$ cat src/shared/sppe_pkg.sv
package sppe_pkg;
    // Register bus geometry
    localparam int ADR_W = 12;
    localparam int DAT_W = 32;
    // Register byte offsets
    localparam logic [ADR_W-1:0] ADR_TIME_MEASURE = 12'h268;
    localparam logic [ADR_W-1:0] ADR_CLKREQ_WAIT = 12'h300;
    localparam logic [ADR_W-1:0] ADR_L1SS_DELAY = 12'h304;
    localparam logic [ADR_W-1:0] ADR_SPARE_TWO = 12'h308;
    localparam logic [ADR_W-1:0] ADR_SPARE_THREE = 12'h30C;
    localparam logic [ADR_W-1:0] ADR_SPARE_FOUR = 12'h310;
    localparam logic [ADR_W-1:0] ADR_ERR_COUNTER = 12'h318;
    // Field positions
    localparam int PTM_EN_BIT = 0;
    localparam int PTM_ROOT_BIT = 1;
    localparam int GRAN_LSB = 8;
    localparam int GRAN_W = 8;
    localparam int WAIT_W = 20;
    localparam int DELAY_W = 16;
    localparam int HW_DELAY_LSB = 16;
    localparam int CNT_W = 16;
    localparam int FLAG_LSB = 16;
    localparam int FLAG_N = 3;
    localparam int SEL_LSB = 24;
    localparam int SEL_W = 5;
    localparam int CNT_CLR_BIT = 30;
    localparam int CNT_EN_BIT = 31;
    // Reset values
    localparam logic [WAIT_W-1:0] WAIT_RST = 20'h0_0FFF;
    localparam logic [DELAY_W-1:0] DELAY_RST = 16'h01FF;
    localparam logic [DAT_W-1:0] SPARE_RST = 32'h0000_0000;
    localparam logic [DAT_W-1:0] SPARE_FOUR_RST = 32'h000F_FFFF;
    localparam logic [CNT_W-1:0] CNT_MAX = 16'hFFFF;
    // Timing units in ns
    localparam int CLK_PERIOD_NS = 8;
    localparam int WAIT_UNIT_NS = 10;
    localparam int DELAY_UNIT_NS = 4;
    localparam int NS_W = 26;
    // Counted event selector codes
    localparam logic [SEL_W-1:0] EVT_TRAINING = 5'h00;
    localparam logic [SEL_W-1:0] EVT_UNCORR = 5'h01;
    localparam logic [SEL_W-1:0] EVT_ACCESS = 5'h03;
    localparam logic [SEL_W-1:0] EVT_REPLAY = 5'h06;
    localparam logic [SEL_W-1:0] EVT_CPL_CREDIT = 5'h07;
    localparam logic [SEL_W-1:0] EVT_NP_CREDIT = 5'h08;
    localparam logic [SEL_W-1:0] EVT_POST_CREDIT = 5'h09;
    localparam logic [SEL_W-1:0] EVT_NACK_A = 5'h0A;
    localparam logic [SEL_W-1:0] EVT_NACK_B = 5'h0B;
    localparam logic [SEL_W-1:0] EVT_TX_RECOV = 5'h0D;
    localparam logic [SEL_W-1:0] EVT_RX_RECOV = 5'h0E;
    // Low-power substate controller states
    typedef enum logic [2:0] {
        L1SS_L0,
        L1SS_L1_DELAY,
        L1SS_RELEASE_WAIT,
        L1SS_L11,
        L1SS_L1_HOLD
    } sppe_l1ss_state_e;
endpackage

$ cat src/rtl/sppe_l1ss_ctrl.sv
`timescale 1ns/1ps
module sppe_l1ss_ctrl (
    input wire logic clk_i, // Core clock
    input wire logic rst_i, // Sync reset, active high
    input wire logic in_l1_i, // Port sits in L1
    input wire logic hw_ctrl_i, // L1 entered under hardware control
    input wire logic [sppe_pkg::DELAY_W-1:0] sw_delay_i, // Software entry delay
    input wire logic [sppe_pkg::DELAY_W-1:0] hw_delay_i, // Hardware entry delay
    input wire logic [sppe_pkg::WAIT_W-1:0] wait_i, // Partner release wait
    input wire logic clkreq_n_i, // Synchronised line level
    output logic drive_o, // Port pulls the line low
    output logic substate_o, // Port is in L1.1
    output logic fallback_o // One-cycle pulse on timeout
);
    import sppe_pkg::*;

    sppe_l1ss_state_e state_reg, state_next;
    logic [NS_W-1:0] elapsed_reg; // Time spent in current state, ns
    logic [NS_W-1:0] elapsed_next;
    logic [NS_W-1:0] elapsed_inc;
    logic [NS_W-1:0] delay_ns;
    logic [NS_W-1:0] wait_ns;
    logic [DELAY_W-1:0] delay_sel;
    wire delay_done;
    wire wait_done;
    wire fallback_next;

    // Entry delay steps 4 ns, wait steps 10 ns
    assign delay_sel = hw_ctrl_i ? hw_delay_i : sw_delay_i;
    assign delay_ns = NS_W'(delay_sel) * NS_W'(DELAY_UNIT_NS);
    assign wait_ns = NS_W'(wait_i) * NS_W'(WAIT_UNIT_NS);
    assign elapsed_inc = elapsed_reg + NS_W'(CLK_PERIOD_NS);
    assign delay_done = elapsed_inc >= delay_ns;
    assign wait_done = elapsed_inc >= wait_ns;
    assign fallback_next = (state_reg == L1SS_RELEASE_WAIT) && (state_next == L1SS_L1_HOLD);

    // Next state
    always_comb begin
        state_next = state_reg;
        unique case (state_reg)
            L1SS_L0: begin
                if (in_l1_i) begin
                    state_next = L1SS_L1_DELAY;
                end
            end
            L1SS_L1_DELAY: begin
                if (!in_l1_i) begin
                    state_next = L1SS_L0;
                end else if (delay_done) begin
                    state_next = L1SS_RELEASE_WAIT;
                end
            end
            L1SS_RELEASE_WAIT: begin
                if (!in_l1_i) begin
                    state_next = L1SS_L0;
                end else if (clkreq_n_i) begin
                    state_next = L1SS_L11;
                end else if (wait_done) begin
                    state_next = L1SS_L1_HOLD;
                end
            end
            L1SS_L11: begin
                if (!in_l1_i) begin
                    state_next = L1SS_L0;
                end else if (!clkreq_n_i) begin
                    state_next = L1SS_L1_HOLD;
                end
            end
            L1SS_L1_HOLD: begin
                if (!in_l1_i) begin
                    state_next = L1SS_L0;
                end
            end
        endcase
    end

    // Timer restarts on every state change
    assign elapsed_next = (state_next != state_reg) ? '0 : elapsed_inc;

    // State, timer and registered outputs
    always_ff @(posedge clk_i) begin
        if (rst_i) begin
            state_reg <= L1SS_L0;
            elapsed_reg <= '0;
            drive_o <= 1'b1;
            substate_o <= 1'b0;
            fallback_o <= 1'b0;
        end else begin
            state_reg <= state_next;
            elapsed_reg <= elapsed_next;
            drive_o <= (state_next != L1SS_RELEASE_WAIT) && (state_next != L1SS_L11);
            substate_o <= (state_next == L1SS_RELEASE_WAIT) || (state_next == L1SS_L11);
            fallback_o <= fallback_next;
        end
    end

    chk_release_on_entry: assert property (@(posedge clk_i) disable iff (rst_i)
        (state_reg == L1SS_L1_DELAY && state_next == L1SS_RELEASE_WAIT) |=> !drive_o)
        else $error("line still driven after L1.1 entry");
    chk_fallback_redrive: assert property (@(posedge clk_i) disable iff (rst_i)
        fallback_o |-> drive_o && !substate_o)
        else $error("fallback without driving the line");
endmodule

$ cat src/rtl/sppe_regs.sv
// Operation
// - PTM participation only while enable set
// - Time root needs root select and enable
// - Granularity byte read/write, no effect
// - Release clock request on L1.1 entry
// - Partner late: redrive line, back to L1
// - Wait interval counts 10 ns, reset 0FFFh
// - Software L1.1 delay, 4 ns steps, 01FFh
// - Hardware L1.1 delay, 4 ns steps, 01FFh
// - Error counter counts only while enabled
// - Clear bit zeroes count, reads one
// - Selector codes for training to replay
// - Selector codes for credit, nack, recovery
// - Sticky credit flags, write one clears
`timescale 1ns/1ps
module sppe_regs (
    input wire logic clk_i, // Core clock, 125 MHz
    input wire logic rst_i, // Sync reset, active high
    input wire logic wb_cyc_i, // Bus cycle
    input wire logic wb_stb_i, // Bus strobe
    input wire logic wb_we_i, // Write enable
    input wire logic [sppe_pkg::ADR_W-1:0] wb_adr_i, // Byte address
    input wire logic [3:0] wb_sel_i, // Byte lanes
    input wire logic [sppe_pkg::DAT_W-1:0] wb_dat_i, // Write data
    output logic [sppe_pkg::DAT_W-1:0] wb_dat_o, // Read data
    output logic wb_ack_o, // Acknowledge
    input wire logic training_err_i, // Training error pulse
    input wire logic uncorrectable_status_event_i, // Uncorrectable status pulse
    input wire logic acs_err_i, // Access-control error pulse
    input wire logic replay_rollover_i, // Replay rollover pulse
    input wire logic replay_timeout_i, // Replay timeout pulse
    input wire logic cpl_credit_err_i, // Completion credit error pulse
    input wire logic nonposted_credit_fault_i, // Non-posted credit error pulse
    input wire logic posted_credit_err_i, // Posted credit error pulse
    input wire logic rx_nack_i, // Received nack pulse
    input wire logic rx_recovery_i, // Receive recovery entry pulse
    input wire logic tx_recovery_i, // Transmit recovery entry pulse
    input wire logic in_l1_i, // Port is in L1
    input wire logic hw_ctrl_i, // L1 under hardware control
    input wire logic clock_request_n_i, // Clock request line level
    output logic clock_request_n_o, // Clock request drive value
    output logic clock_request_n_oe_n_o, // Low while pulling the line
    output logic l1_substate_o, // Port in L1.1
    output logic l1_fallback_o, // Pulse on partner timeout
    output logic ptm_active_o, // Time measurement permitted
    output logic ptm_root_o // Acting as time root
);
    import sppe_pkg::*;

    // Control and status storage
    logic ptm_en_reg; // Measurement enable
    logic ptm_root_reg; // Root selection
    logic [GRAN_W-1:0] gran_reg; // Effective granularity
    logic [WAIT_W-1:0] wait_reg; // Release wait interval
    logic [DELAY_W-1:0] sw_delay_reg; // Software entry delay
    logic [DELAY_W-1:0] hw_delay_reg; // Hardware entry delay
    logic [DAT_W-1:0] spare_two_reg; // Spare control word
    logic [DAT_W-1:0] spare_three_reg; // Spare control word
    logic [DAT_W-1:0] spare_four_reg; // Spare control word
    logic cnt_en_reg; // Counter enable
    logic [SEL_W-1:0] evt_sel_reg; // Counted event select
    logic [CNT_W-1:0] err_cnt_reg; // Link error count
    logic [CNT_W-1:0] err_cnt_next;
    logic [FLAG_N-1:0] flag_reg; // Sticky credit flags
    logic [FLAG_N-1:0] flag_next;
    logic [DAT_W-1:0] rd_data;
    logic [1:0] clkreq_sync_reg; // Line synchroniser
    logic pin_low_reg; // Open-drain drive value
    logic ptm_active_next;
    logic ptm_root_next;
    logic drive_w;

    // Bus decode
    wire req = wb_cyc_i && wb_stb_i;
    wire [DAT_W-1:0] wmask = {{8{wb_sel_i[3]}}, {8{wb_sel_i[2]}},
                              {8{wb_sel_i[1]}}, {8{wb_sel_i[0]}}};
    wire wr_go = req && wb_we_i && wb_ack_o;
    wire [ADR_W-3:0] word = wb_adr_i[ADR_W-1:2];
    wire hit_ptm = word == ADR_TIME_MEASURE[ADR_W-1:2];
    wire hit_wait = word == ADR_CLKREQ_WAIT[ADR_W-1:2];
    wire hit_delay = word == ADR_L1SS_DELAY[ADR_W-1:2];
    wire hit_sp2 = word == ADR_SPARE_TWO[ADR_W-1:2];
    wire hit_sp3 = word == ADR_SPARE_THREE[ADR_W-1:2];
    wire hit_sp4 = word == ADR_SPARE_FOUR[ADR_W-1:2];
    wire hit_err = word == ADR_ERR_COUNTER[ADR_W-1:2];

    // Merged write values, old bits kept on disabled lanes
    wire [DAT_W-1:0] wdat = wb_dat_i & wmask;
    wire [DAT_W-1:0] ptm_old = {16'h0000, gran_reg, 6'h00, ptm_root_reg, ptm_en_reg};
    wire [DAT_W-1:0] ptm_new = (ptm_old & ~wmask) | wdat;
    wire [DAT_W-1:0] wait_new = ({12'h000, wait_reg} & ~wmask) | wdat;
    wire [DAT_W-1:0] delay_new = ({hw_delay_reg, sw_delay_reg} & ~wmask) | wdat;
    wire [DAT_W-1:0] sp2_new = (spare_two_reg & ~wmask) | wdat;
    wire [DAT_W-1:0] sp3_new = (spare_three_reg & ~wmask) | wdat;
    wire [DAT_W-1:0] sp4_new = (spare_four_reg & ~wmask) | wdat;
    wire [DAT_W-1:0] err_ctl_new = ({cnt_en_reg, 2'b00, evt_sel_reg, 24'h00_0000} & ~wmask)
                                   | wdat;

    // Counter clear fires on a written one, flags clear on written ones
    wire clr_pulse = wr_go && hit_err && wdat[CNT_CLR_BIT];
    wire [FLAG_N-1:0] flag_clr = (wr_go && hit_err) ?
                                 wdat[FLAG_LSB +: FLAG_N] : '0;
    wire [FLAG_N-1:0] flag_set = {posted_credit_err_i, nonposted_credit_fault_i,
                                  cpl_credit_err_i};

    // Event source table indexed by the selector, reserved codes stay zero
    logic [31:0] evt_vec;
    always_comb begin
        evt_vec = '0;
        evt_vec[EVT_TRAINING] = training_err_i;
        evt_vec[EVT_UNCORR] = uncorrectable_status_event_i;
        evt_vec[EVT_ACCESS] = acs_err_i;
        evt_vec[EVT_REPLAY] = replay_rollover_i || replay_timeout_i;
        evt_vec[EVT_CPL_CREDIT] = cpl_credit_err_i;
        evt_vec[EVT_NP_CREDIT] = nonposted_credit_fault_i;
        evt_vec[EVT_POST_CREDIT] = posted_credit_err_i;
        evt_vec[EVT_NACK_A] = rx_nack_i;
        evt_vec[EVT_NACK_B] = rx_nack_i;
        evt_vec[EVT_TX_RECOV] = tx_recovery_i;
        evt_vec[EVT_RX_RECOV] = rx_recovery_i;
    end
    wire evt_hit = evt_vec[evt_sel_reg];

    // Clear first, then a saturating step while enabled
    assign err_cnt_next = clr_pulse ? '0 :
        (cnt_en_reg && evt_hit && err_cnt_reg != CNT_MAX) ?
        err_cnt_reg + 16'h0001 : err_cnt_reg;

    // A new error beats a clear in the same cycle
    assign flag_next = (flag_reg & ~flag_clr) | flag_set;

    // Time measurement role outputs
    assign ptm_active_next = ptm_en_reg;
    assign ptm_root_next = ptm_en_reg && ptm_root_reg;

    // Read mux; clear bit always reads one
    assign rd_data = hit_ptm ? ptm_old :
        hit_wait ? {12'h000, wait_reg} :
        hit_delay ? {hw_delay_reg, sw_delay_reg} :
        hit_sp2 ? spare_two_reg :
        hit_sp3 ? spare_three_reg :
        hit_sp4 ? spare_four_reg :
        hit_err ? {cnt_en_reg, 1'b1, 1'b0, evt_sel_reg, 5'h00, flag_reg, err_cnt_reg} :
        32'h0000_0000;

    // Bus answer: one wait state, ack drops after one cycle
    always_ff @(posedge clk_i) begin
        if (rst_i) begin
            wb_ack_o <= 1'b0;
            wb_dat_o <= '0;
        end else begin
            wb_ack_o <= req && !wb_ack_o;
            wb_dat_o <= rd_data;
        end
    end

    // Time measurement control register
    always_ff @(posedge clk_i) begin
        if (rst_i) begin
            ptm_en_reg <= 1'b0;
            ptm_root_reg <= 1'b0;
            gran_reg <= '0;
        end else if (wr_go && hit_ptm) begin
            ptm_en_reg <= ptm_new[PTM_EN_BIT];
            ptm_root_reg <= ptm_new[PTM_ROOT_BIT];
            gran_reg <= ptm_new[GRAN_LSB +: GRAN_W];
        end
    end

    // Low-power timing registers
    always_ff @(posedge clk_i) begin
        if (rst_i) begin
            wait_reg <= WAIT_RST;
            sw_delay_reg <= DELAY_RST;
            hw_delay_reg <= DELAY_RST;
        end else begin
            if (wr_go && hit_wait) begin
                wait_reg <= wait_new[WAIT_W-1:0];
            end
            if (wr_go && hit_delay) begin
                sw_delay_reg <= delay_new[DELAY_W-1:0];
                hw_delay_reg <= delay_new[HW_DELAY_LSB +: DELAY_W];
            end
        end
    end

    // Spare control words
    always_ff @(posedge clk_i) begin
        if (rst_i) begin
            spare_two_reg <= SPARE_RST;
            spare_three_reg <= SPARE_RST;
            spare_four_reg <= SPARE_FOUR_RST;
        end else begin
            if (wr_go && hit_sp2) begin
                spare_two_reg <= sp2_new;
            end
            if (wr_go && hit_sp3) begin
                spare_three_reg <= sp3_new;
            end
            if (wr_go && hit_sp4) begin
                spare_four_reg <= sp4_new;
            end
        end
    end

    // Error counter control and status
    always_ff @(posedge clk_i) begin
        if (rst_i) begin
            cnt_en_reg <= 1'b0;
            evt_sel_reg <= EVT_TRAINING;
            err_cnt_reg <= '0;
            flag_reg <= '0;
        end else begin
            if (wr_go && hit_err) begin
                cnt_en_reg <= err_ctl_new[CNT_EN_BIT];
                evt_sel_reg <= err_ctl_new[SEL_LSB +: SEL_W];
            end
            err_cnt_reg <= err_cnt_next;
            flag_reg <= flag_next;
        end
    end

    // Role outputs and the line synchroniser
    always_ff @(posedge clk_i) begin
        if (rst_i) begin
            ptm_active_o <= 1'b0;
            ptm_root_o <= 1'b0;
            clkreq_sync_reg <= 2'b11;
            pin_low_reg <= 1'b0;
        end else begin
            ptm_active_o <= ptm_active_next;
            ptm_root_o <= ptm_root_next;
            clkreq_sync_reg <= {clkreq_sync_reg[0], clock_request_n_i};
            pin_low_reg <= 1'b0;
        end
    end
    assign clock_request_n_o = pin_low_reg;

    // L1 to L1.1 sequencing and clock request handling
    sppe_l1ss_ctrl u_l1ss (
        .clk_i(clk_i),
        .rst_i(rst_i),
        .in_l1_i(in_l1_i),
        .hw_ctrl_i(hw_ctrl_i),
        .sw_delay_i(sw_delay_reg),
        .hw_delay_i(hw_delay_reg),
        .wait_i(wait_reg),
        .clkreq_n_i(clkreq_sync_reg[1]),
        .drive_o(drive_w),
        .substate_o(l1_substate_o),
        .fallback_o(l1_fallback_o)
    );
    assign clock_request_n_oe_n_o = !drive_w;

    // Checks
    chk_root_needs_enable: assert property (@(posedge clk_i) disable iff (rst_i)
        ptm_root_o |-> ptm_active_o)
        else $error("root role without enable");
    chk_ptm_off_quiet: assert property (@(posedge clk_i) disable iff (rst_i)
        !ptm_en_reg |=> !ptm_active_o && !ptm_root_o)
        else $error("measurement role while disabled");
    chk_cnt_idle_hold: assert property (@(posedge clk_i) disable iff (rst_i)
        (!cnt_en_reg && !clr_pulse) |=> $stable(err_cnt_reg))
        else $error("counter moved while disabled");
    chk_cnt_clear_zero: assert property (@(posedge clk_i) disable iff (rst_i)
        clr_pulse |=> err_cnt_reg == 16'h0000)
        else $error("clear did not zero the counter");
    chk_cnt_step_one: assert property (@(posedge clk_i) disable iff (rst_i)
        (cnt_en_reg && evt_hit && !clr_pulse && err_cnt_reg != CNT_MAX)
        |=> err_cnt_reg == $past(err_cnt_reg) + 16'h0001)
        else $error("counter did not step by one");
    chk_cnt_saturate: assert property (@(posedge clk_i) disable iff (rst_i)
        (err_cnt_reg == CNT_MAX && !clr_pulse) |=> err_cnt_reg == CNT_MAX)
        else $error("counter wrapped");
    chk_flag_set_wins: assert property (@(posedge clk_i) disable iff (rst_i)
        cpl_credit_err_i |=> flag_reg[0])
        else $error("credit error flag not set");
    chk_flag_sticky: assert property (@(posedge clk_i) disable iff (rst_i)
        (flag_reg[1] && !flag_clr[1]) |=> flag_reg[1])
        else $error("credit flag lost without clear");
    chk_clear_reads_one: assert property (@(posedge clk_i) disable iff (rst_i)
        (wb_ack_o && !wb_we_i && hit_err) |-> wb_dat_o[CNT_CLR_BIT])
        else $error("clear bit read as zero");
endmodule

$ cat config.mk
export PLATFORM = sky130hd
export DESIGN_NAME = sppe_regs
export DESIGN_NICKNAME = d
export VERILOG_FILES = /design/src/shared/sppe_pkg.sv /design/src/rtl/sppe_l1ss_ctrl.sv /design/src/rtl/sppe_regs.sv
export SDC_FILE = /design/constraint.sdc
export NUM_CORES = 1
export LEC_CHECK = 0
export BUFFER_PORTS_ARGS = -buffer_cell sky130_fd_sc_hd__clkbuf_2
export CORE_ASPECT_RATIO = 1.25
export CORE_MARGIN = 2
export CORE_UTILIZATION = 29
export CTS_CLUSTER_SIZE = 40
export DETAILED_ROUTE_END_ITERATION = 10
export PLACE_DENSITY = 0.5
export SLEW_MARGIN = 0
export SYNTH_ARGS = -nofsm -noshare
export SYNTH_HDL_FRONTEND = slang
export SYNTH_SLANG_ARGS = --single-unit
export TNS_END_PERCENT = 50
$ cat constraint.sdc
create_clock -name clk_i -period 4.3 [get_ports clk_i]
set_clock_uncertainty 0.2 [all_clocks]
set_input_delay 0.645 -clock clk_i [delete_from_list [all_inputs] [get_ports clk_i]]
set_output_delay 0.645 -clock clk_i [all_outputs]
set_load 0.01 [all_outputs]
; ---- Yosys cells after proc, flatten, opt, wreduce, memory -nomap -nowiden
; Cells that the tools add are included.
[word_totals]
elab_cells = 115
ff_bits = 252
out_inout_bits = 39
input_bits = 67
[op_classes]
mux = 21
mul = 1
n_reduce_logical = 26
n_bitwise = 19
add_sub_neg = 2
eq_ne = 18
n_lt_le_gt_ge = 3
[ops]
columns = op, count
row1 = bitwise AND 32 bit, 6
row2 = 2-to-1 mux 32 bit, 5
row3 = OR 32 bit, 5
row4 = equality test 10 x 8 -> 1 bit (second input constant), 7
row5 = 2-to-1 mux 16 bit, 2
row6 = inverter 32 bit, 1
row7 = 2-to-1 mux 3 bit, 10
row8 = adder 26 x 4 -> 26 bit (second input constant), 1
row9 = >= comparator 26 x 18 -> 1 bit, 1
row10 = >= comparator 26 x 24 -> 1 bit, 1
row11 = multiplier 20 x 3 -> 23 bit (second input constant), 1
row12 = bitwise AND 20 bit, 1
row13 = 2-to-1 mux 20 bit, 1
row14 = OR 20 bit, 1
row15 = logical AND 1 bit, 17
row16 = adder 16 x 1 -> 16 bit (second input constant), 1
row17 = bitwise AND 16 bit, 1
row18 = != test 16 bit (second input constant), 1
row19 = OR 16 bit, 1
row20 = one-hot mux 3 bit (5 select lines), 1
row21 = equality test 3 x 2 -> 1 bit (second input constant), 4
row22 = equality test 3 bit (second input constant), 2
row23 = < comparator 5 x 6 -> 1 bit (second input constant), 1
row24 = != test 3 x 2 -> 1 bit (second input constant), 2
row25 = 12 further kinds, 16

; ---- Longest topological paths before layout
[logic_depth]
word_depth = 8
ltp_mapped = 21
ltp_nobuf = 20

; ---- Modules after synthesis
; A second synthesis with hierarchy kept.
[unflattened]
hier_cells = 1526
hier_area_um2 = 13052.5
[modules_own_cells]
columns = mod, area_each_um2, seq_area_each_um2, instances, cells_per_inst
row1 = sppe_regs, 9415.3, 4404.2, 1, 1094
row2 = sppe_l1ss_ctrl, 3637.2, 580.6, 1, 432

; ---- Worst setup path after synthesis
; No wires, ideal clock.
[synth_timing]
kind = register to register
start = reg (tool-made name)
end = reg u_l1ss.elapsed_reg[15]
n_path_buf = 1
period_less_slack_ps = 4511
arrival_time_ps = 4239
setup_slack_ps = -211
stages_incl_launch_ff = 21
cell_sequence = dfxtp_1 ha_1 ha_1 inv_1 fa_1 nor2b_1 o31ai_1 a21oi_1 a211oi_1 a211oi_1 a211o_1 o31ai_1 xor2_1 ha_1 and2_0 a221oi_1 o21a_1 a2111oi_2 a211o_2 buf_6 nor3b_2
[synth_lines]
columns = element, line_no
row1 = to (signal assigned), sppe_l1ss_ctrl.sv:90  ; elapsed_reg <= elapsed_next;
row2 = to (decl), sppe_l1ss_ctrl.sv:18  ; logic [NS_W-1:0] elapsed_reg;

==> metrics.cfg <==
[placement]
pre_cts_ws_ps = -334.8
hpwl_um = 27280
dp_cells = 2040
port_buffers = 102
gp_congestion = 0.8379

[power_and_ir_drop]
ir_drop_mv = 0.2731
power.density_nw_per_um2 = 303.9
clock_power_share = 0.462
p_int_uw = 3613
switchingPower_uw = 1054
p_leak_uw = 0.005883
power_frac_seq = 0.496
swShare = 0.2258
pwr-share-comb = 0.042
power_uw = 4667

[global_routing]
antenna_found_initial = 1
track_usage = 0.1637
grt_pass1_vias = 10420
grt_pass1_wl_um = 58320
grt_max_degree = 124
overflow = 0

[setup_path]
critPathMaxFanout = 6
worst_path_most_repeated_cell = a21o_1
max_stage_delay_ps = 440
cp-start-kind = flop
end_kind = flop
r2r_slack_ps = -350
path_cells = buf_4, ha_1, ha_1, a2111o_1, o211ai_1, a31o_2, nand2b_1, a21o_1, xnor2_2, ha_1, a21o_1, a21o_1, a21o_1, a221oi_4, o21a_1, buf_4, a2111oi_4, a211o_4, clkbuf_16, nor3b_2
crit_buf_inv = 3
crit_type = flop to flop
cp_slowest_cell = a2111o_1
crit_arrival_ps = 4900
required_ps = 4560
cp_top_family = compound AO/OA/AOI/OAI gates

[final_layout]
nets = 1666
drive_above_1_share = 0.2088
area_delta_synth_final_pct = 24.30
instances_no_fill = 2096
fillers = 4359
n_antenna_cell = 0

[drt]
final_antenna_net_count = 0
firstDrtPassIters = 8
drc_errors = 0
vias = 10650
routed_via_density = 5.079
wl_per_cell_um = 17.80
wl_um = 37300
drt_first_iter_violations = 736

[yosys]
synth_edf_count = 0
synth_xor_area_frac = 0.03616
netlist_area_um2 = 12350
synth.distinct_cells = 67
synth_mux_area_frac = 0.06431
ys_async_sr_fraction = 0
synthAdderAreaFrac = 0.07656
synth_top_family_by_area = simple AND/OR/NAND/NOR gates
yosys_warnings = 0
syn_nets = 1511
yosysSeqAreaShare = 0.4035
ys_seq_elements = 249
synth_flop_cell = dfxtp_1
synth_compound_area_frac = 0.1867
synthCells = 1369
synth_simple_gate_area_frac = 0.2028
syn_area_per_cell_um2 = 9.024

[clocking]
cts_tree = done
cts.clk_slew.worst_paths_ps = 60
h-tree-depth = 1
cts.sinks = 249
numCtsBuffers = 26
clockBufferDepth = 3
cts-root-buf = clkbuf_16
clk_latency_ps = 540
cts_hold_buf = 0

[floorplan]
dieWidth_um = 188.6
dieArea_um2 = 44280
boundaryPins = 106
start_util = 0.2939
die_h_um = 234.8
core_um2 = 42040
rows = 84

[sta]
max-slew-margin-rel = 0.5395
fmax_ghz = 0.2152
slew_violations = 0
finalHoldViolCount = 0
final.setup.worst_slack_ps = -346.8
rsz0062_at_grt = yes
setup_viol = 28
min_period_ps = 4647
tightest_slew_ps = 684.5
period_share = 1.081
tns_ps = -7684

[status]
violations = negative setup slack
status = finished with violations

[flow_run]
cap_viol_max_count = 0

[min_path]
worst_hold_path_type = input pin to flop

final timing paths:
| path | startpoint | end | depth (start not counted) |
|---|---|---|---|
| worst max-delay path | flop | u_l1ss.elapsed_reg[10] | 20 |
| worst min-delay path | clock_request_n_i | clkreq_sync_reg[0] | 2 |
| worst max register to register | flop | u_l1ss.elapsed_reg[10] | 20 |
| worst min register to register | clkreq_sync_reg[0] | clkreq_sync_reg[1] | 1 |
cells by family after synthesis:
| kind of cell | after synthesis |
|---|---|
| other cells | 1 |
| xor+xnor | 51 |
| flops | 249 |
| buf+inv | 89 |
| fa+ha+maj | 75 |
| mux | 78 |
| compound gates | 329 |
| simple gates | 497 |
power groups by stage:
| stage | clock network (uW) | registers, uW | logic, uW |
|---|---|---|---|
| after detailed placement | 0 | 2370 | 178 |
| after floorplan | 0 | 2370 | 83.8 |
| after CTS | 2220 | 2320 | 185 |
| after global routing | 2310 | 2310 | 211 |
| final | 2160 | 2320 | 196 |
| after global placement | 0 | 2370 | 175 |
metrics by stage:
step	cell area (um2)	hold slack, ps	util
after floorplan	12390	189.5	-
after detailed placement	14000	196.7	0.3330
final	15360	100.6	0.3653
after CTS	15130	80.96	0.3598
after global placement	14000	192.4	0.3330
after global routing	15360	79.81	0.3653
placed cells by master (no fill, tap or decap), types with 38 or more instances in the layout:
master      n
nor2b_1    53
a211o_1    50
a21oi_1    94
nor2_1    130
ha_1       61
nand2_1   146
buf_4      81
a22oi_1    38
clkbuf_2  101
mux2i_1    76
dfxtp_1   243
metal layers:
metal / GRT usage / routed length (um) / part of all wire / vias up
met5: 0 / 0 / 0 / -
met4: 0.06439 / 1167 / 0.031 / 0
met3: 0.01583 / 1120 / 0.030 / 56
met2: 0.2950 / 19060 / 0.51 / 206
met1: 0.1988 / 15960 / 0.43 / 5119
li1: - / - / - / 5265
repair_timing:
action	4_1_cts	5_1_grt
cloned	3	3
hold endpoints to repair	0	0
resized for setup	39	27
setup buffers	6	3
setup endpoints to repair	28	28
pin swaps	20	13
layout make-up:
cell class / instances / area, um2 / share of cell area
clock buffer: 35 / 765.7 / 0.04987
clock inverter: 6 / 36.28 / 0.002363
tap: 559 / 699.4 / 0.04555
multi-input combinational: 1031 / 7366 / 0.4797
inverter: 16 / 60.06 / 0.003911
timing repair buffer: 200 / 1431 / 0.09321
sequential: 249 / 4997 / 0.3254
Yosys cell counts (17+ instances only):
library cell	instances	area, um2
xnor2_1	25	219.0
a22oi_1	38	285.3
dfxtp_1	249	4985
nor3_1	21	105.1
clkbuf_1	63	236.5
o21ai_0	34	170.2
nor2b_1	54	337.8
a222oi_1	17	170.2
nand2_1	146	548.0
a211o_1	50	437.9
nor2_1	132	495.5
nand3_1	37	185.2
a21oi_1	99	495.5
mux2i_1	76	760.7
nand2b_1	17	106.4
ha_1	74	925.9
xor2_1	26	227.7
No activity file was read; power rests on OpenSTA's default activity.
